--- config.mk ---
export PLATFORM = sky130hd
export DESIGN_NAME = adcc_top
export DESIGN_NICKNAME = d
export VERILOG_FILES = /design/src/adcc_pkg.sv /design/src/adcc_top.sv
export SDC_FILE = /design/constraint.sdc
export NUM_CORES = 1
export LEC_CHECK = 0
export BUFFER_PORTS_ARGS = -buffer_cell sky130_fd_sc_hd__buf_2
export CAP_MARGIN = 20
export CORE_ASPECT_RATIO = 1.4
export CORE_MARGIN = 8
export CORE_UTILIZATION = 40
export CTS_CLUSTER_SIZE = 8
export DETAILED_ROUTE_END_ITERATION = 10
export HOLD_SLACK_MARGIN = 0.05
export PLACE_DENSITY = 0.81
export SLEW_MARGIN = 20
export SYNTH_ARGS = -nofsm -noshare
export SYNTH_HDL_FRONTEND = slang
export SYNTH_SLANG_ARGS = --single-unit
--- constraint.sdc ---
create_clock -name clock_in -period 1.91 [get_ports clock_in]
set_input_delay 0.382 -clock clock_in [delete_from_list [all_inputs] [get_ports clock_in]]
set_output_delay 0.382 -clock clock_in [all_outputs]
set_load 0.05 [all_outputs]
--- src/adcc_pkg.sv ---
package adcc_pkg;
    // Register byte addresses on the APB bus
    localparam logic [7:0] ADCC_ADDR_RESULT_LOW = 8'h00;
    localparam logic [7:0] ADCC_ADDR_RESULT_HIGH = 8'h04;
    localparam logic [7:0] ADCC_ADDR_CONV_CTRL = 8'h08;
    localparam logic [7:0] ADCC_ADDR_SRC_CFG = 8'h0C;
    localparam logic [7:0] ADCC_ADDR_PIN_EN = 8'h10;
    localparam logic [7:0] ADCC_ADDR_IRQ_STATUS = 8'h14;
    localparam logic [7:0] ADCC_ADDR_IRQ_MASK = 8'h18;

    // Conversion control field positions
    localparam int ADCC_CTRL_START_BIT = 7;
    localparam int ADCC_CTRL_BUSY_BIT = 6;
    localparam int ADCC_CTRL_ENABLE_BIT = 5;
    localparam int ADCC_CTRL_FORMAT_BIT = 4;
    localparam int ADCC_CTRL_CHAN_LSB = 0;
    // Source configuration field positions
    localparam int ADCC_CFG_SRC_LSB = 5;
    localparam int ADCC_CFG_VREF_LSB = 3;
    localparam int ADCC_CFG_CLKDIV_LSB = 0;

    // Reset values
    localparam logic [7:0] ADCC_CONV_CTRL_RST = 8'h00;
    localparam logic [7:0] ADCC_SRC_CFG_RST = 8'h00;
    localparam logic [7:0] ADCC_PIN_EN_RST = 8'h00;
    localparam logic [11:0] ADCC_RESULT_RST = 12'h000;
    localparam logic [7:0] ADCC_IRQ_RST = 8'h00;

    // Analog mux selection toward the converter core
    localparam logic [1:0] ADCC_MUX_EXTERNAL = 2'h0;
    localparam logic [1:0] ADCC_MUX_BANDGAP = 2'h1;
    localparam logic [1:0] ADCC_MUX_PROT_AMP = 2'h2;
    localparam logic [1:0] ADCC_MUX_GROUND = 2'h3;

    typedef enum logic [1:0] {
        ADCC_IDLE,
        ADCC_ARMED,
        ADCC_CONVERT
    } adcc_state_type;
endpackage : adcc_pkg

--- src/adcc_top.sv ---
`timescale 1ns/1ps
`default_nettype none
module adcc_top
    import adcc_pkg::*;
(
    input wire logic clock_in,
    input wire logic sys_rst_in,
    // APB slave
    input wire logic psel_in,
    input wire logic penable_in,
    input wire logic pwrite_in,
    input wire logic [7:0] paddr_in,
    input wire logic [31:0] pwdata_in,
    output logic [31:0] prdata_out,
    output logic pready_out,
    output logic pslverr_out,
    // Converter core
    input wire logic conv_done_in,
    input wire logic [11:0] conv_data_in,
    output logic conv_start_out,
    output logic conv_power_out,
    output logic [1:0] mux_source_out,
    output logic [7:0] mux_pin_sel_out,
    output logic [1:0] vref_sel_out,
    output logic [2:0] conv_clk_div_out,
    // Pin function control
    output logic [7:0] analog_pin_enable_bits_out,
    output logic [7:0] io_function_disable_out,
    output logic [7:0] pull_high_disable_out,
    output logic irq_out
);
    // ------------------------------------------------------------
    // Decode helpers
    // ------------------------------------------------------------
    function automatic logic [1:0] adcc_source_decode(input logic [2:0] code);
        case (code)
            3'h1: adcc_source_decode = ADCC_MUX_BANDGAP;
            3'h3: adcc_source_decode = ADCC_MUX_PROT_AMP;
            3'h2, 3'h4: adcc_source_decode = ADCC_MUX_GROUND;
            default: adcc_source_decode = ADCC_MUX_EXTERNAL;
        endcase
    endfunction : adcc_source_decode

    function automatic logic [7:0] adcc_pin_decode(input logic [3:0] chan);
        logic [7:0] onehot;
        onehot = 8'h00;
        if (!chan[3]) begin
            onehot[chan[2:0]] = 1'b1;
        end
        adcc_pin_decode = onehot;
    endfunction : adcc_pin_decode

    // Every register fits in one byte; the upper bus bits always read zero
    function automatic logic [31:0] adcc_byte_word(input logic [7:0] value);
        adcc_byte_word = {24'h0, value};
    endfunction : adcc_byte_word

    // ------------------------------------------------------------
    // State
    // ------------------------------------------------------------
    logic start_q, start_d;
    logic busy_q, busy_d;
    logic enable_q, enable_d;
    logic format_q, format_d;
    logic [3:0] chan_q, chan_d;
    logic [7:0] src_cfg_q, src_cfg_d;
    logic [7:0] pin_en_q, pin_en_d;
    logic [11:0] result_q, result_d;
    logic irq_status_q, irq_status_d;
    logic irq_mask_q, irq_mask_d;
    adcc_state_type state_q, state_d;
    logic conv_start_q, conv_start_d;
    logic [31:0] prdata_q, prdata_d;
    logic pready_q, pready_d;
    logic pslverr_q, pslverr_d;
    logic [1:0] mux_source_q, mux_source_d;
    logic [7:0] mux_pin_q, mux_pin_d;
    logic irq_q, irq_d;

    logic bus_access;
    logic wr_access;
    logic rd_access;
    logic [7:0] wbyte;
    logic [7:0] result_low;
    logic [7:0] result_high;
    logic addr_ok;
    logic done_event;

    assign bus_access = psel_in && penable_in && !pready_q;
    assign wr_access = bus_access && pwrite_in;
    assign rd_access = bus_access && !pwrite_in;
    assign wbyte = pwdata_in[7:0];
    assign done_event = (state_q == ADCC_CONVERT) && conv_done_in;

    // ------------------------------------------------------------
    // Result formatting
    // ------------------------------------------------------------
    always_comb begin
        if (format_q) begin
            result_high = {4'h0, result_q[11:8]};
            result_low = result_q[7:0];
        end else begin
            result_high = result_q[11:4];
            result_low = {result_q[3:0], 4'h0};
        end
    end

    always_comb begin
        case (paddr_in)
            ADCC_ADDR_RESULT_LOW, ADCC_ADDR_RESULT_HIGH, ADCC_ADDR_CONV_CTRL, ADCC_ADDR_SRC_CFG,
            ADCC_ADDR_PIN_EN, ADCC_ADDR_IRQ_STATUS, ADCC_ADDR_IRQ_MASK: addr_ok = 1'b1;
            default: addr_ok = 1'b0;
        endcase
    end

    // ------------------------------------------------------------
    // Control registers
    // ------------------------------------------------------------
    always_comb begin
        start_d = start_q;
        enable_d = enable_q;
        format_d = format_q;
        chan_d = chan_q;
        src_cfg_d = src_cfg_q;
        pin_en_d = pin_en_q;
        irq_mask_d = irq_mask_q;
        // Unmapped and read-only offsets fall to default, so the write is dropped
        if (wr_access) begin
            case (paddr_in)
                ADCC_ADDR_CONV_CTRL: begin
                    // Busy is owned by the sequencer; its written bit is ignored
                    start_d = wbyte[ADCC_CTRL_START_BIT];
                    enable_d = wbyte[ADCC_CTRL_ENABLE_BIT];
                    format_d = wbyte[ADCC_CTRL_FORMAT_BIT];
                    chan_d = wbyte[ADCC_CTRL_CHAN_LSB +: 4];
                end
                ADCC_ADDR_SRC_CFG: src_cfg_d = wbyte;
                ADCC_ADDR_PIN_EN: pin_en_d = wbyte;
                ADCC_ADDR_IRQ_MASK: irq_mask_d = wbyte[0];
                default: ;
            endcase
        end
    end

    always_ff @(posedge clock_in) begin
        if (sys_rst_in) begin
            start_q <= ADCC_CONV_CTRL_RST[ADCC_CTRL_START_BIT];
            enable_q <= ADCC_CONV_CTRL_RST[ADCC_CTRL_ENABLE_BIT];
            format_q <= ADCC_CONV_CTRL_RST[ADCC_CTRL_FORMAT_BIT];
            chan_q <= ADCC_CONV_CTRL_RST[3:0];
            src_cfg_q <= ADCC_SRC_CFG_RST;
            pin_en_q <= ADCC_PIN_EN_RST;
            irq_mask_q <= ADCC_IRQ_RST[0];
        end else begin
            start_q <= start_d;
            enable_q <= enable_d;
            format_q <= format_d;
            chan_q <= chan_d;
            src_cfg_q <= src_cfg_d;
            pin_en_q <= pin_en_d;
            irq_mask_q <= irq_mask_d;
        end
    end

    // ------------------------------------------------------------
    // Interrupt status
    // ------------------------------------------------------------
    always_comb begin
        irq_status_d = irq_status_q;
        if (wr_access && (paddr_in == ADCC_ADDR_IRQ_STATUS) && wbyte[0]) begin
            irq_status_d = 1'b0;
        end
        // Set wins over a same-cycle clear, so no completion is lost
        if (done_event) begin
            irq_status_d = 1'b1;
        end
        irq_d = irq_status_d && irq_mask_d;
    end

    always_ff @(posedge clock_in) begin
        if (sys_rst_in) begin
            irq_status_q <= ADCC_IRQ_RST[0];
            irq_q <= 1'b0;
        end else begin
            irq_status_q <= irq_status_d;
            irq_q <= irq_d;
        end
    end

    // ------------------------------------------------------------
    // Bus reply
    // ------------------------------------------------------------
    always_comb begin
        prdata_d = prdata_q;
        pready_d = bus_access;
        pslverr_d = bus_access && !addr_ok;
        if (rd_access) begin
            case (paddr_in)
                ADCC_ADDR_RESULT_LOW: prdata_d = adcc_byte_word(result_low);
                ADCC_ADDR_RESULT_HIGH: prdata_d = adcc_byte_word(result_high);
                ADCC_ADDR_CONV_CTRL: prdata_d = adcc_byte_word({start_q, busy_q, enable_q, format_q, chan_q});
                ADCC_ADDR_SRC_CFG: prdata_d = adcc_byte_word(src_cfg_q);
                ADCC_ADDR_PIN_EN: prdata_d = adcc_byte_word(pin_en_q);
                ADCC_ADDR_IRQ_STATUS: prdata_d = {31'h0, irq_status_q};
                ADCC_ADDR_IRQ_MASK: prdata_d = {31'h0, irq_mask_q};
                default: prdata_d = 32'h0;
            endcase
        end
    end

    always_ff @(posedge clock_in) begin
        if (sys_rst_in) begin
            prdata_q <= 32'h0;
            pready_q <= 1'b0;
            pslverr_q <= 1'b0;
        end else begin
            prdata_q <= prdata_d;
            pready_q <= pready_d;
            pslverr_q <= pslverr_d;
        end
    end

    // ------------------------------------------------------------
    // Conversion sequencer
    // ------------------------------------------------------------
    always_comb begin
        state_d = state_q;
        busy_d = busy_q;
        result_d = result_q;
        conv_start_d = 1'b0;
        case (state_q)
            ADCC_IDLE: begin
                if (enable_q && start_q) begin
                    state_d = ADCC_ARMED;
                end
            end
            ADCC_ARMED: begin
                // Falling edge of start completes the 0-1-0 sequence
                if (!enable_q) begin
                    state_d = ADCC_IDLE;
                end else if (!start_q) begin
                    state_d = ADCC_CONVERT;
                    busy_d = 1'b1;
                    conv_start_d = 1'b1;
                end
            end
            ADCC_CONVERT: begin
                if (!enable_q) begin
                    state_d = ADCC_IDLE;
                    busy_d = 1'b0;
                end else if (conv_done_in) begin
                    state_d = ADCC_IDLE;
                    busy_d = 1'b0;
                    result_d = conv_data_in;
                end
            end
            default: begin
                state_d = ADCC_IDLE;
                busy_d = 1'b0;
            end
        endcase
    end

    // Result only moves on a completed conversion, so a disabled converter keeps it
    always_ff @(posedge clock_in) begin
        if (sys_rst_in) begin
            busy_q <= ADCC_CONV_CTRL_RST[ADCC_CTRL_BUSY_BIT];
            result_q <= ADCC_RESULT_RST;
            state_q <= ADCC_IDLE;
            conv_start_q <= 1'b0;
        end else begin
            busy_q <= busy_d;
            result_q <= result_d;
            state_q <= state_d;
            conv_start_q <= conv_start_d;
        end
    end

    // ------------------------------------------------------------
    // Source routing
    // ------------------------------------------------------------
    always_comb begin
        mux_source_d = adcc_source_decode(src_cfg_q[ADCC_CFG_SRC_LSB +: 3]);
        // Internal source forces external pins off so sources never short
        mux_pin_d = (mux_source_d == ADCC_MUX_EXTERNAL) ? adcc_pin_decode(chan_q) : 8'h00;
    end

    always_ff @(posedge clock_in) begin
        if (sys_rst_in) begin
            mux_source_q <= ADCC_MUX_EXTERNAL;
            mux_pin_q <= 8'h00;
        end else begin
            mux_source_q <= mux_source_d;
            mux_pin_q <= mux_pin_d;
        end
    end

    // ------------------------------------------------------------
    // Outputs
    // ------------------------------------------------------------
    assign prdata_out = prdata_q;
    assign pready_out = pready_q;
    assign pslverr_out = pslverr_q;
    assign conv_start_out = conv_start_q;
    assign conv_power_out = enable_q;
    assign mux_source_out = mux_source_q;
    assign mux_pin_sel_out = mux_pin_q;
    assign vref_sel_out = src_cfg_q[ADCC_CFG_VREF_LSB +: 2];
    assign conv_clk_div_out = src_cfg_q[ADCC_CFG_CLKDIV_LSB +: 3];
    assign analog_pin_enable_bits_out = pin_en_q;
    assign io_function_disable_out = pin_en_q;
    assign pull_high_disable_out = pin_en_q;
    assign irq_out = irq_q;
endmodule : adcc_top
`default_nettype wire

# Yosys cells after proc, flatten, opt, wreduce, memory -nomap -nowiden
# Index checks and enable logic that the tools add are counted.
# Widths: inputs -> output; s select.
# word_totals
ff_bits,86
latchBits,0
ram_bits,0
rom_bits,0
input_bits,58
out_inout_bits,76
wordCells,91
memories,0
# op_classes
add_sub_neg,0
n_mul,0
n_div,0
n_lt_le_gt_ge,2
eq_ne,17
shift,0
muxes,23
n_bitwise,4
n_reduce_logical,27
# op_table
op,count
$pmux 8 s7,1
$eq 8x5->1 const B,3
$eq 8x4->1 const B,2
$mux 8,2
$pmux 2 s3,2
$logic_and 1x1->1,11
$mux 1,11
$mux 2,5
$eq 8x3->1 const B,1
$logic_not 8->1,1
$reduce_or 7->1,1
$eq 3x2->1 const B,2
$ne 2x2->1 const B,3
$ne 3x3->1 const B,2
$reduce_and 2->1,3
$reduce_and 3->1,2
$reduce_or 3->1,2
$logic_not 2->1,2
$lt 3x4->1 const B,1
$not 1->1,4
$reduce_and 4->1,1
$demux 1 s3,1
$eq 3x1->1 const B,1
$eq 3x3->1 const B,1
other kinds (6),8

# Longest topological paths before layout
# Gate-level depths: netlist of the first run.
# logic_depth
word_depth,8
mapped_depth,6
ltp_nobuf,4

# Worst setup path before layout of the first run
# Ideal clock, no wire load.
# synth_timing
path_kind,reg-to-reg
start,"register pready_q, in the netlist pready_out"
end,"register prdata_q[6], in the netlist prdata_out[6]"
setup_time_ns,0.088
t_arrival_ns,1.554
t_required_ns,1.822
path_slack_ns,0.268
stages_incl_launch_ff,6
path_buffers,1
period_less_slack_ns,1.642
cell_sequence,dfxtp_1 nand3b_1 nor2_1 buf_2 nor2_1 a311oi_2
# synth_between
elab_chain_cells,3
# synth_lines
item,line,rtl
"start, declared",adcc_top.sv:74,"logic pready_q, pready_d;"
"start signal, assigned",adcc_top.sv:218,pready_q <= pready_d;
$logic_not 1->1,adcc_top.sv:89,assign bus_access = psel_in && penable_in && !pready_q;
$logic_and 1x1->1,adcc_top.sv:89,
$logic_and 1x1->1,adcc_top.sv:91,assign rd_access = bus_access && !pwrite_in;
"end signal, assigned",adcc_top.sv:217,prdata_q <= prdata_d;
"end, declared",adcc_top.sv:73,"logic [31:0] prdata_q, prdata_d;"
# No other way between the ends.
# A chain may end at the register's enable or synchronous reset.

# Final worst setup path of the first run
# layout_timing
start,"register pready_q, in the netlist pready_out"
end,register src_cfg_q[6]
# layout_between
elab_chain_cells,4
# layout_lines
item,line,rtl
$logic_not 1->1,adcc_top.sv:89,
$logic_and 1x1->1,adcc_top.sv:89,
$logic_and 1x1->1,adcc_top.sv:90,assign wr_access = bus_access && pwrite_in;
$reduce_and 2->1 (no source line),--,
"end signal, assigned",adcc_top.sv:159,src_cfg_q <= src_cfg_d;
"end, declared",adcc_top.sv:66,"logic [7:0] src_cfg_q, src_cfg_d;"
# No other way between the ends.

==> results.ini, run 1 <==
[global_route]
grt_usage_pct=13.7
overflow=0
grt_pass1_vias=2671
antenna_found_initial=0
grt_pass1_wl_um=12400
grt_max_degree=24

[sta]
max_freq_mhz=625
setup_tns_ns=0
period_minus_slack_ns=1.60
fin_crit_sh_pct=83.8
setup_ws_ns=0.310
clock_skew_ns=0.00708
slew_violations=0
grt_setup_unrepaired=no
final_hold_viol_count=0
setup_violations=0

[worst_setup_path]
start_kind=register
end_kind=register
critical_path_class=reg -> reg
r2r-start=pready_out$_SDFF_PP0_
critical_path_arrival_ns=1.82
required_ns=2.13
crit_start=pready_out$_SDFF_PP0_
crit_fanout=8

[synth]
synth-xor-area-share_pct=0.556
yosysUniqueCellTypes=47
synth_top_family_by_area=simple AND/OR/NAND/NOR gates
ys_async_sr_fraction_pct=0
netlist_area_um2=3150
yosys.area_share.simple_pct=21.0
synth_edf_count=0
synth_adder_area_share_pct=0
ys_seq_elements=62
muxShareOfSynthArea_pct=9.60
ys_warn_count=0
synth.avg_cell_area_um2=8.73
syn_inst=361
synthFlopType=dfxtp_1
yosysSeqAreaShare_pct=39.4
synth_compound_area_share_pct=13.5

[floorplan]
die_w_um=91.0
die_h_um=121
core_area_um2=7700
ios=134
dieArea_um2=11000
initial_core_util_pct=40.9
num_rows=38

[route]
detail_route.wl_per_cell_um=14.5
wl_met1_um=2990
wl_met2_um=3910
wirelength_um=7650
routed.top_layer=met4
drc=0
dr.first_iter.drc_count=160
vias=2573
drt-vias-per-instance=4.88
dr_wl_met3_um=631
antenna_left=0
dr.pass1.iters=4

[finish]
area_delta_synth_final_pct=14.4
regArea_um2=1240
final_cell_mix=85 x buf_2, 62 x dfxtp_1, 44 x nand2_1
drive_above_1_share_pct=29.5
mostFrequentLayoutCell=buf_2
final_cell_area_um2=3610
multi_input_area_um2=1500
fin_nets=480
nFillCells=752
utilization_pct=46.8
fin_cells=527
num_antenna_cells=0

[min_path]
hp-class=in -> reg
min_from=conv_data_in[8]

[clock_network]
hold_buffers=0
cts_htree_levels=3
ctsResizeCount=0
post-cts-setup-buffers=0
clk_pin_slew_ns=0.07
cts_tree=yes
cts-buffers-inserted=9
cts_sinks=62
clk_latency_ns=0.34
cts_buffer_depth=2
cts-root-buf=clkbuf_8

[pwr]
p_per_area_nw_per_um2=812
ir_worst_vdd_mv=0.384
leakage_nw=1.70

[place]
port_buffers=85
hpwl_um=6060
placed_cells=511
place_congestion=0.902
post-place-ws_ns=0.170
postPlaceCellArea_um2=3370

[flow_run]
drv_cap=0

[status]
status=finished clean

-- area by class of cell --
type                    count  share of cell area [%]
multi-input cells         251                    41.5
flip-flops and latches     62                    34.4
repair buffers             95                    13.9
clock buffers              13                    4.68
well taps                 100                    3.47
clock inverters             3                    1.80
inverters                   3                   0.312
-- state kept, by name (all words and copies together) (netlist names) --
| signal | flops |
|---|---|
| busy_q | 1 |
| pready_out | 1 |
| analog_pin_enable_bits_out | 8 |
| src_cfg_q | 8 |
| start_q | 1 |
| chan_q | 4 |
| mux_pin_sel_out | 8 |
| state_q | 2 |
| irq_out | 1 |
| conv_start_out | 1 |
| irq_mask_q | 1 |
| pslverr_out | 1 |
| mux_source_out | 2 |
| result_q | 12 |
| conv_power_out | 1 |
| irq_status_q | 1 |
| format_q | 1 |
| prdata_out | 8 |
-- worst max-delay path: stages, from the launching register on --
cell and delay, ns:
dfxtp_1 0.31, and4b_1 0.42, nand4_2 0.40, mux2i_1 0.28, nor2_1 0.07
-- cell families (layout without fill, tap and decap cells) --
family                 count (synthesis)  in the layout
AO/OA/AOI/OAI                         65             65
flip-flops                            62             62
XOR/XNOR                               2              2
other                                  1             24
multiplexers                          30             30
AND/OR/NAND/NOR                      130            130
buffers and inverters                 71            114
-- cell usage after synthesis (4+ instances only) --
cell type | count | area share, %
nand2_1 | 44 | 5.2
a311oi_1 | 4 | 1.1
buf_6 | 4 | 1.4
buf_4 | 49 | 12
buf_2 | 4 | 0.63
nand3b_1 | 6 | 1.4
nor3_1 | 4 | 0.63
o21ai_0 | 11 | 1.7
and3b_1 | 4 | 1.1
dfxtp_1 | 62 | 39
a21oi_1 | 29 | 4.6
nand3_1 | 11 | 1.7
nand2b_1 | 4 | 0.79
clkbuf_1 | 9 | 1.1
nor2_1 | 39 | 4.6
mux2i_1 | 28 | 8.9
-- worst paths after layout --
path	endpoint	slack (ns)	depth (start not counted)
worst max-delay path	src_cfg_q[6]$_SDFFE_PP0P_	0.31	4
worst min-delay path	result_q[8]$_SDFFE_PP0P_	0.28	3
worst max register to register	src_cfg_q[6]$_SDFFE_PP0P_	0.31	4
worst min register to register	result_q[9]$_SDFFE_PP0P_	0.46	2
-- where the power goes --
| group | leakage [nW] | total [mW] | switching (mW) | internal [mW] |
|---|---|---|---|---|
| clock | 0.120 | 1.32 | 0.484 | 0.840 |
| sequential | 0.501 | 1.31 | 0.00458 | 1.30 |
| combinational | 1.08 | 0.298 | 0.231 | 0.0663 |
| total | 1.70 | 2.93 | 0.719 | 2.21 |
-- layer usage --
metal / GRT usage [%] / vias up
met4: 6.17 / 0
met5: 0 / -
met2: 24.3 / 78
met1: 13.4 / 1190
li1: - / 1297
met3: 6.07 / 8
-- stage by stage --
stage               hold slack [ns]  total power [mW]
floorplan                     0.436              1.60
global placement              0.444              1.63
detailed placement            0.449              1.63
CTS                           0.268              2.94
global route                  0.280              3.02
finish                        0.280              2.93
Power figures use the tool's default switching activity.
==> run 2: changes to the inputs <==
--- a/config.mk
+++ b/config.mk
@@ -5,6 +5,7 @@
 export SDC_FILE = /design/constraint.sdc
 export NUM_CORES = 1
 export LEC_CHECK = 0
+export ABC_AREA = 1
 export BUFFER_PORTS_ARGS = -buffer_cell sky130_fd_sc_hd__buf_2
 export CAP_MARGIN = 20
 export CORE_ASPECT_RATIO = 1.4
==> constraint.sdc (replaced) <==
create_clock -name clock_in -period 1.7 [get_ports clock_in]
set_input_delay 0.34 -clock clock_in [delete_from_list [all_inputs] [get_ports clock_in]]
set_output_delay 0.34 -clock clock_in [all_outputs]
set_load 0.05 [all_outputs]
==> run 2 against run 1 <==
Compared with the run above: worst setup slack worse by 0.040 ns; critical path depth shrank 3; non-clock buffer count is 4 lower; area after synthesis increased by 0.75%; clock power fell by 5%; count of clock-buffer cells in the layout down 2; die area grew 0.64%; flip-flop and latch count is the same; final area is 1.5% higher; critical endpoint is now conv_power_out; largest power group is now registers.
==> results.ini, run 2 <==
[pwr]
leakage_nw=1.81  ; was 1.70 nW
p_sw_share_pct=27.3  ; was 24.6%
power.switching_mw=0.842  ; was 0.719 mW
clkPwrFrac_pct=40.9  ; was 45.2%
p_per_area_nw_per_um2=843  ; was 812 nW/um^2
p_comb_share_pct=11.4  ; was 10.2%
ir_worst_vdd_mv=0.411  ; was 0.384 mV
power.internal_mw=2.24  ; was 2.21 mW
p_seq_share_pct=47.7  ; was 44.6%

[floorplan]
num_rows=38  ; unchanged
die_w_um=91.3  ; was 91.0 um
core_area_um2=7750  ; was 7700 um^2
dieArea_um2=11100  ; was 11000 um^2
die_h_um=121  ; about the same
initial_core_util_pct=41.0  ; was 40.9%
ios=134  ; unchanged

[worst_setup_path]
crit_fanout=6  ; was 8
crit_start=conv_power_out$_SDFFE_PP0P_  ; was pready_out$_SDFF_PP0_
required_ns=1.36  ; was 2.13 ns
crit_family=flip-flops  ; was simple AND/OR/NAND/NOR gates
r2r-start=pready_out$_SDFF_PP0_  ; unchanged
critical_path_class=reg -> out  ; was reg -> reg
cp_slowest_stage_delay_ns=0.44  ; was 0.42 ns
end_kind=primary output  ; was register
worst-path-buf-inv=1  ; was 0
critical_path_arrival_ns=1.09  ; was 1.82 ns
start_kind=register  ; unchanged
cp-endpoint=conv_power_out  ; was src_cfg_q[6]$_SDFFE_PP0P_
reg2reg_slack_ns=0.33  ; was 0.31 ns
cp_cell_sequence=buf_2  ; was and4b_1, nand4_2, mux2i_1, nor2_1
r2r-end=conv_power_out$_SDFFE_PP0P_  ; was src_cfg_q[6]$_SDFFE_PP0P_
r2r_cells=6  ; was 4
path_depth=1  ; was 4
slowest_stage=dfxtp_1  ; was and4b_1

[clock_network]
post-cts-setup-buffers=0  ; unchanged
cts-root-buf=clkbuf_8  ; unchanged
cts_tree=yes  ; unchanged
cts-buffers-inserted=9  ; unchanged
ctsResizeCount=0  ; unchanged
cts_buffer_depth=2  ; unchanged
hold_buffers=0  ; unchanged
cts_sinks=62  ; unchanged
cts_htree_levels=3  ; unchanged
clk_pin_slew_ns=0.06  ; was 0.07 ns
clk_latency_ns=0.35  ; was 0.34 ns

[sta]
setup_violations=0  ; unchanged
max_freq_mhz=699
grt_setup_unrepaired=no  ; unchanged
slew_violations=0  ; unchanged
clock_skew_ns=0.0111  ; was 0.00708 ns
setup_tns_ns=0  ; unchanged
final_hold_viol_count=0  ; unchanged
fin_crit_sh_pct=84.1
setup_ws_ns=0.270  ; was 0.310 ns
period_minus_slack_ns=1.43

[route]
vias=2843  ; was 2573
detail_route.wl_per_cell_um=13.5  ; was 14.5 um
dr.first_iter.drc_count=151  ; was 160
drt-vias-per-instance=4.68  ; was 4.88
wirelength_um=8200  ; was 7650 um
dr.pass1.iters=4  ; unchanged
antenna_left=0  ; unchanged
drc=0  ; unchanged

[global_route]
antenna_found_initial=0  ; unchanged
grt_usage_pct=15.0  ; was 13.7%
overflow=0  ; unchanged
grt_max_degree=24  ; unchanged
grt_pass1_vias=2900  ; was 2671
grt_pass1_wl_um=13400  ; was 12400 um

[finish]
drive_above_1_share_pct=28.8  ; was 29.5%
nFillCells=789  ; was 752
utilization_pct=47.2  ; was 46.8%
fin_cells=607  ; was 527
area_delta_synth_final_pct=15.2  ; was 14.4%
num_antenna_cells=0  ; unchanged
final_cell_area_um2=3660  ; was 3610 um^2
largest_register_ff_count=12  ; unchanged
top_register=result_q  ; unchanged
mostFrequentLayoutCell=buf_2  ; unchanged
fin_nets=561  ; was 480
final_cell_mix=85 x buf_2, 69 x nor2_1, 62 x dfxtp_1  ; was 85 x buf_2, 62 x dfxtp_1, 44 x nand2_1

[place]
postPlaceCellArea_um2=3470  ; was 3370 um^2
hpwl_um=6550  ; was 6060 um
post-place-ws_ns=0.192  ; was 0.170 ns
port_buffers=85  ; unchanged
placed_cells=592  ; was 511
place_congestion=0.940  ; was 0.902

[min_path]
hp-class=in -> reg  ; unchanged

[synth]
synth_top_area_share_pct=39.1  ; was 39.4%
synth.avg_cell_area_um2=7.32  ; was 8.73 um^2
ys_seq_elements=62  ; unchanged
synthTopCellsByArea=dfxtp_1 39%, buf_4 11%, nor2_1 8.2%  ; was dfxtp_1 39%, buf_4 12%, mux2i_1 8.9%
yosysSeqAreaShare_pct=39.1  ; was 39.4%
synth_top_area_cell=dfxtp_1  ; unchanged
yosysUniqueCellTypes=34  ; was 47
synthFlopType=dfxtp_1  ; unchanged
post-synth-top-count-cell=nor2_1  ; was dfxtp_1
syn_inst=434  ; was 361
ys_warn_count=0  ; unchanged
netlist_area_um2=3180  ; was 3150 um^2
synthTopCellsByCount=69 x nor2_1, 62 x dfxtp_1, 59 x nand2_1  ; was 62 x dfxtp_1, 49 x buf_4, 44 x nand2_1
synth_edf_count=0  ; unchanged
ys_async_sr_fraction_pct=0  ; unchanged

[status]
status=finished clean  ; unchanged

[flow_run]
drv_cap=0  ; unchanged

## run 2: cell count changes in the layout (fill, tap and decap cells not counted), sizes merged, moves of 6 or more
cell / before / now
o21ai: 11 / 56
nor2: 40 / 81
inv: 3 / 43
mux2i: 28 / 0
nand2: 44 / 68
nand3: 11 / 22
a311oi: 7 / 0
nand3b: 6 / 0
o211ai: 6 / 0
## run 2: through the flow
step	hold WS [ns]	total power, mW
2_1_floorplan	0.421	1.80
3_3_place_gp	0.433	1.85
3_5_place_dp	0.441	1.85
4_1_cts	0.222	3.11
5_1_grt	0.246	3.20
6_report	0.229	3.09
## run 2: routing by layer
layer / wire length, um / share of wire [%] / track usage, %
met1: 3130 / 38 / 13.9
met2: 4330 / 53 / 28.0
met3: 522 / 6.4 / 5.45
met4: 226 / 2.8 / 7.81
met5: 0 / 0 / 0
## run 2: layout make-up
cell class                      count  area [um^2]  share of cell area [%]
Sequential cell                    62         1240                    33.9
Tap cell                          100          125                    3.42
Multi-Input combinational cell    296         1450                    39.7
Inverter                           43          169                    4.61
Timing Repair Buffer               91          483                    13.2
Clock buffer                       11          141                    3.86
Clock inverter                      4         47.5                    1.30
## run 2: power by group through the flow
stage / Clock, mW / Sequential, mW / Combinational, mW
2_1_floorplan: 0 / 1.55 / 0.253
3_3_place_gp: 0 / 1.50 / 0.346
3_5_place_dp: 0 / 1.50 / 0.350
4_1_cts: 1.29 / 1.47 / 0.351
5_1_grt: 1.35 / 1.47 / 0.376
6_report: 1.26 / 1.47 / 0.353
## run 2: cells by family (layout without fill, tap and decap cells)
family,after synthesis,in the layout,share of synthesized area [%]
AOI/OAI and AO/OA,92,92,15.8
and+or+nand+nor,180,180,27.2
buffers and inverters,99,149,17.9
other,1,24,0.118
DFF,62,62,39.1
## run 2: how the worst min path moves through the flow
| stage | start | endpoint | cells past startpoint |
|---|---|---|---|
| 5_1_grt | conv_data_in[10] | result_q[10]$_SDFFE_PP0P_ | 3 |
| 6_report | conv_data_in[5] | result_q[5]$_SDFFE_PP0P_ | 3 |
| 3_5_place_dp | state_q[1]$_SDFFE_PP0P_ | state_q[0]$_SDFFE_PP0P_ | 1 |
| 2_1_floorplan | state_q[1]$_SDFFE_PP0P_ | state_q[0]$_SDFFE_PP0P_ | 1 |
| 3_3_place_gp | state_q[1]$_SDFFE_PP0P_ | state_q[0]$_SDFFE_PP0P_ | 1 |
| 4_1_cts | conv_data_in[8] | result_q[8]$_SDFFE_PP0P_ | 3 |
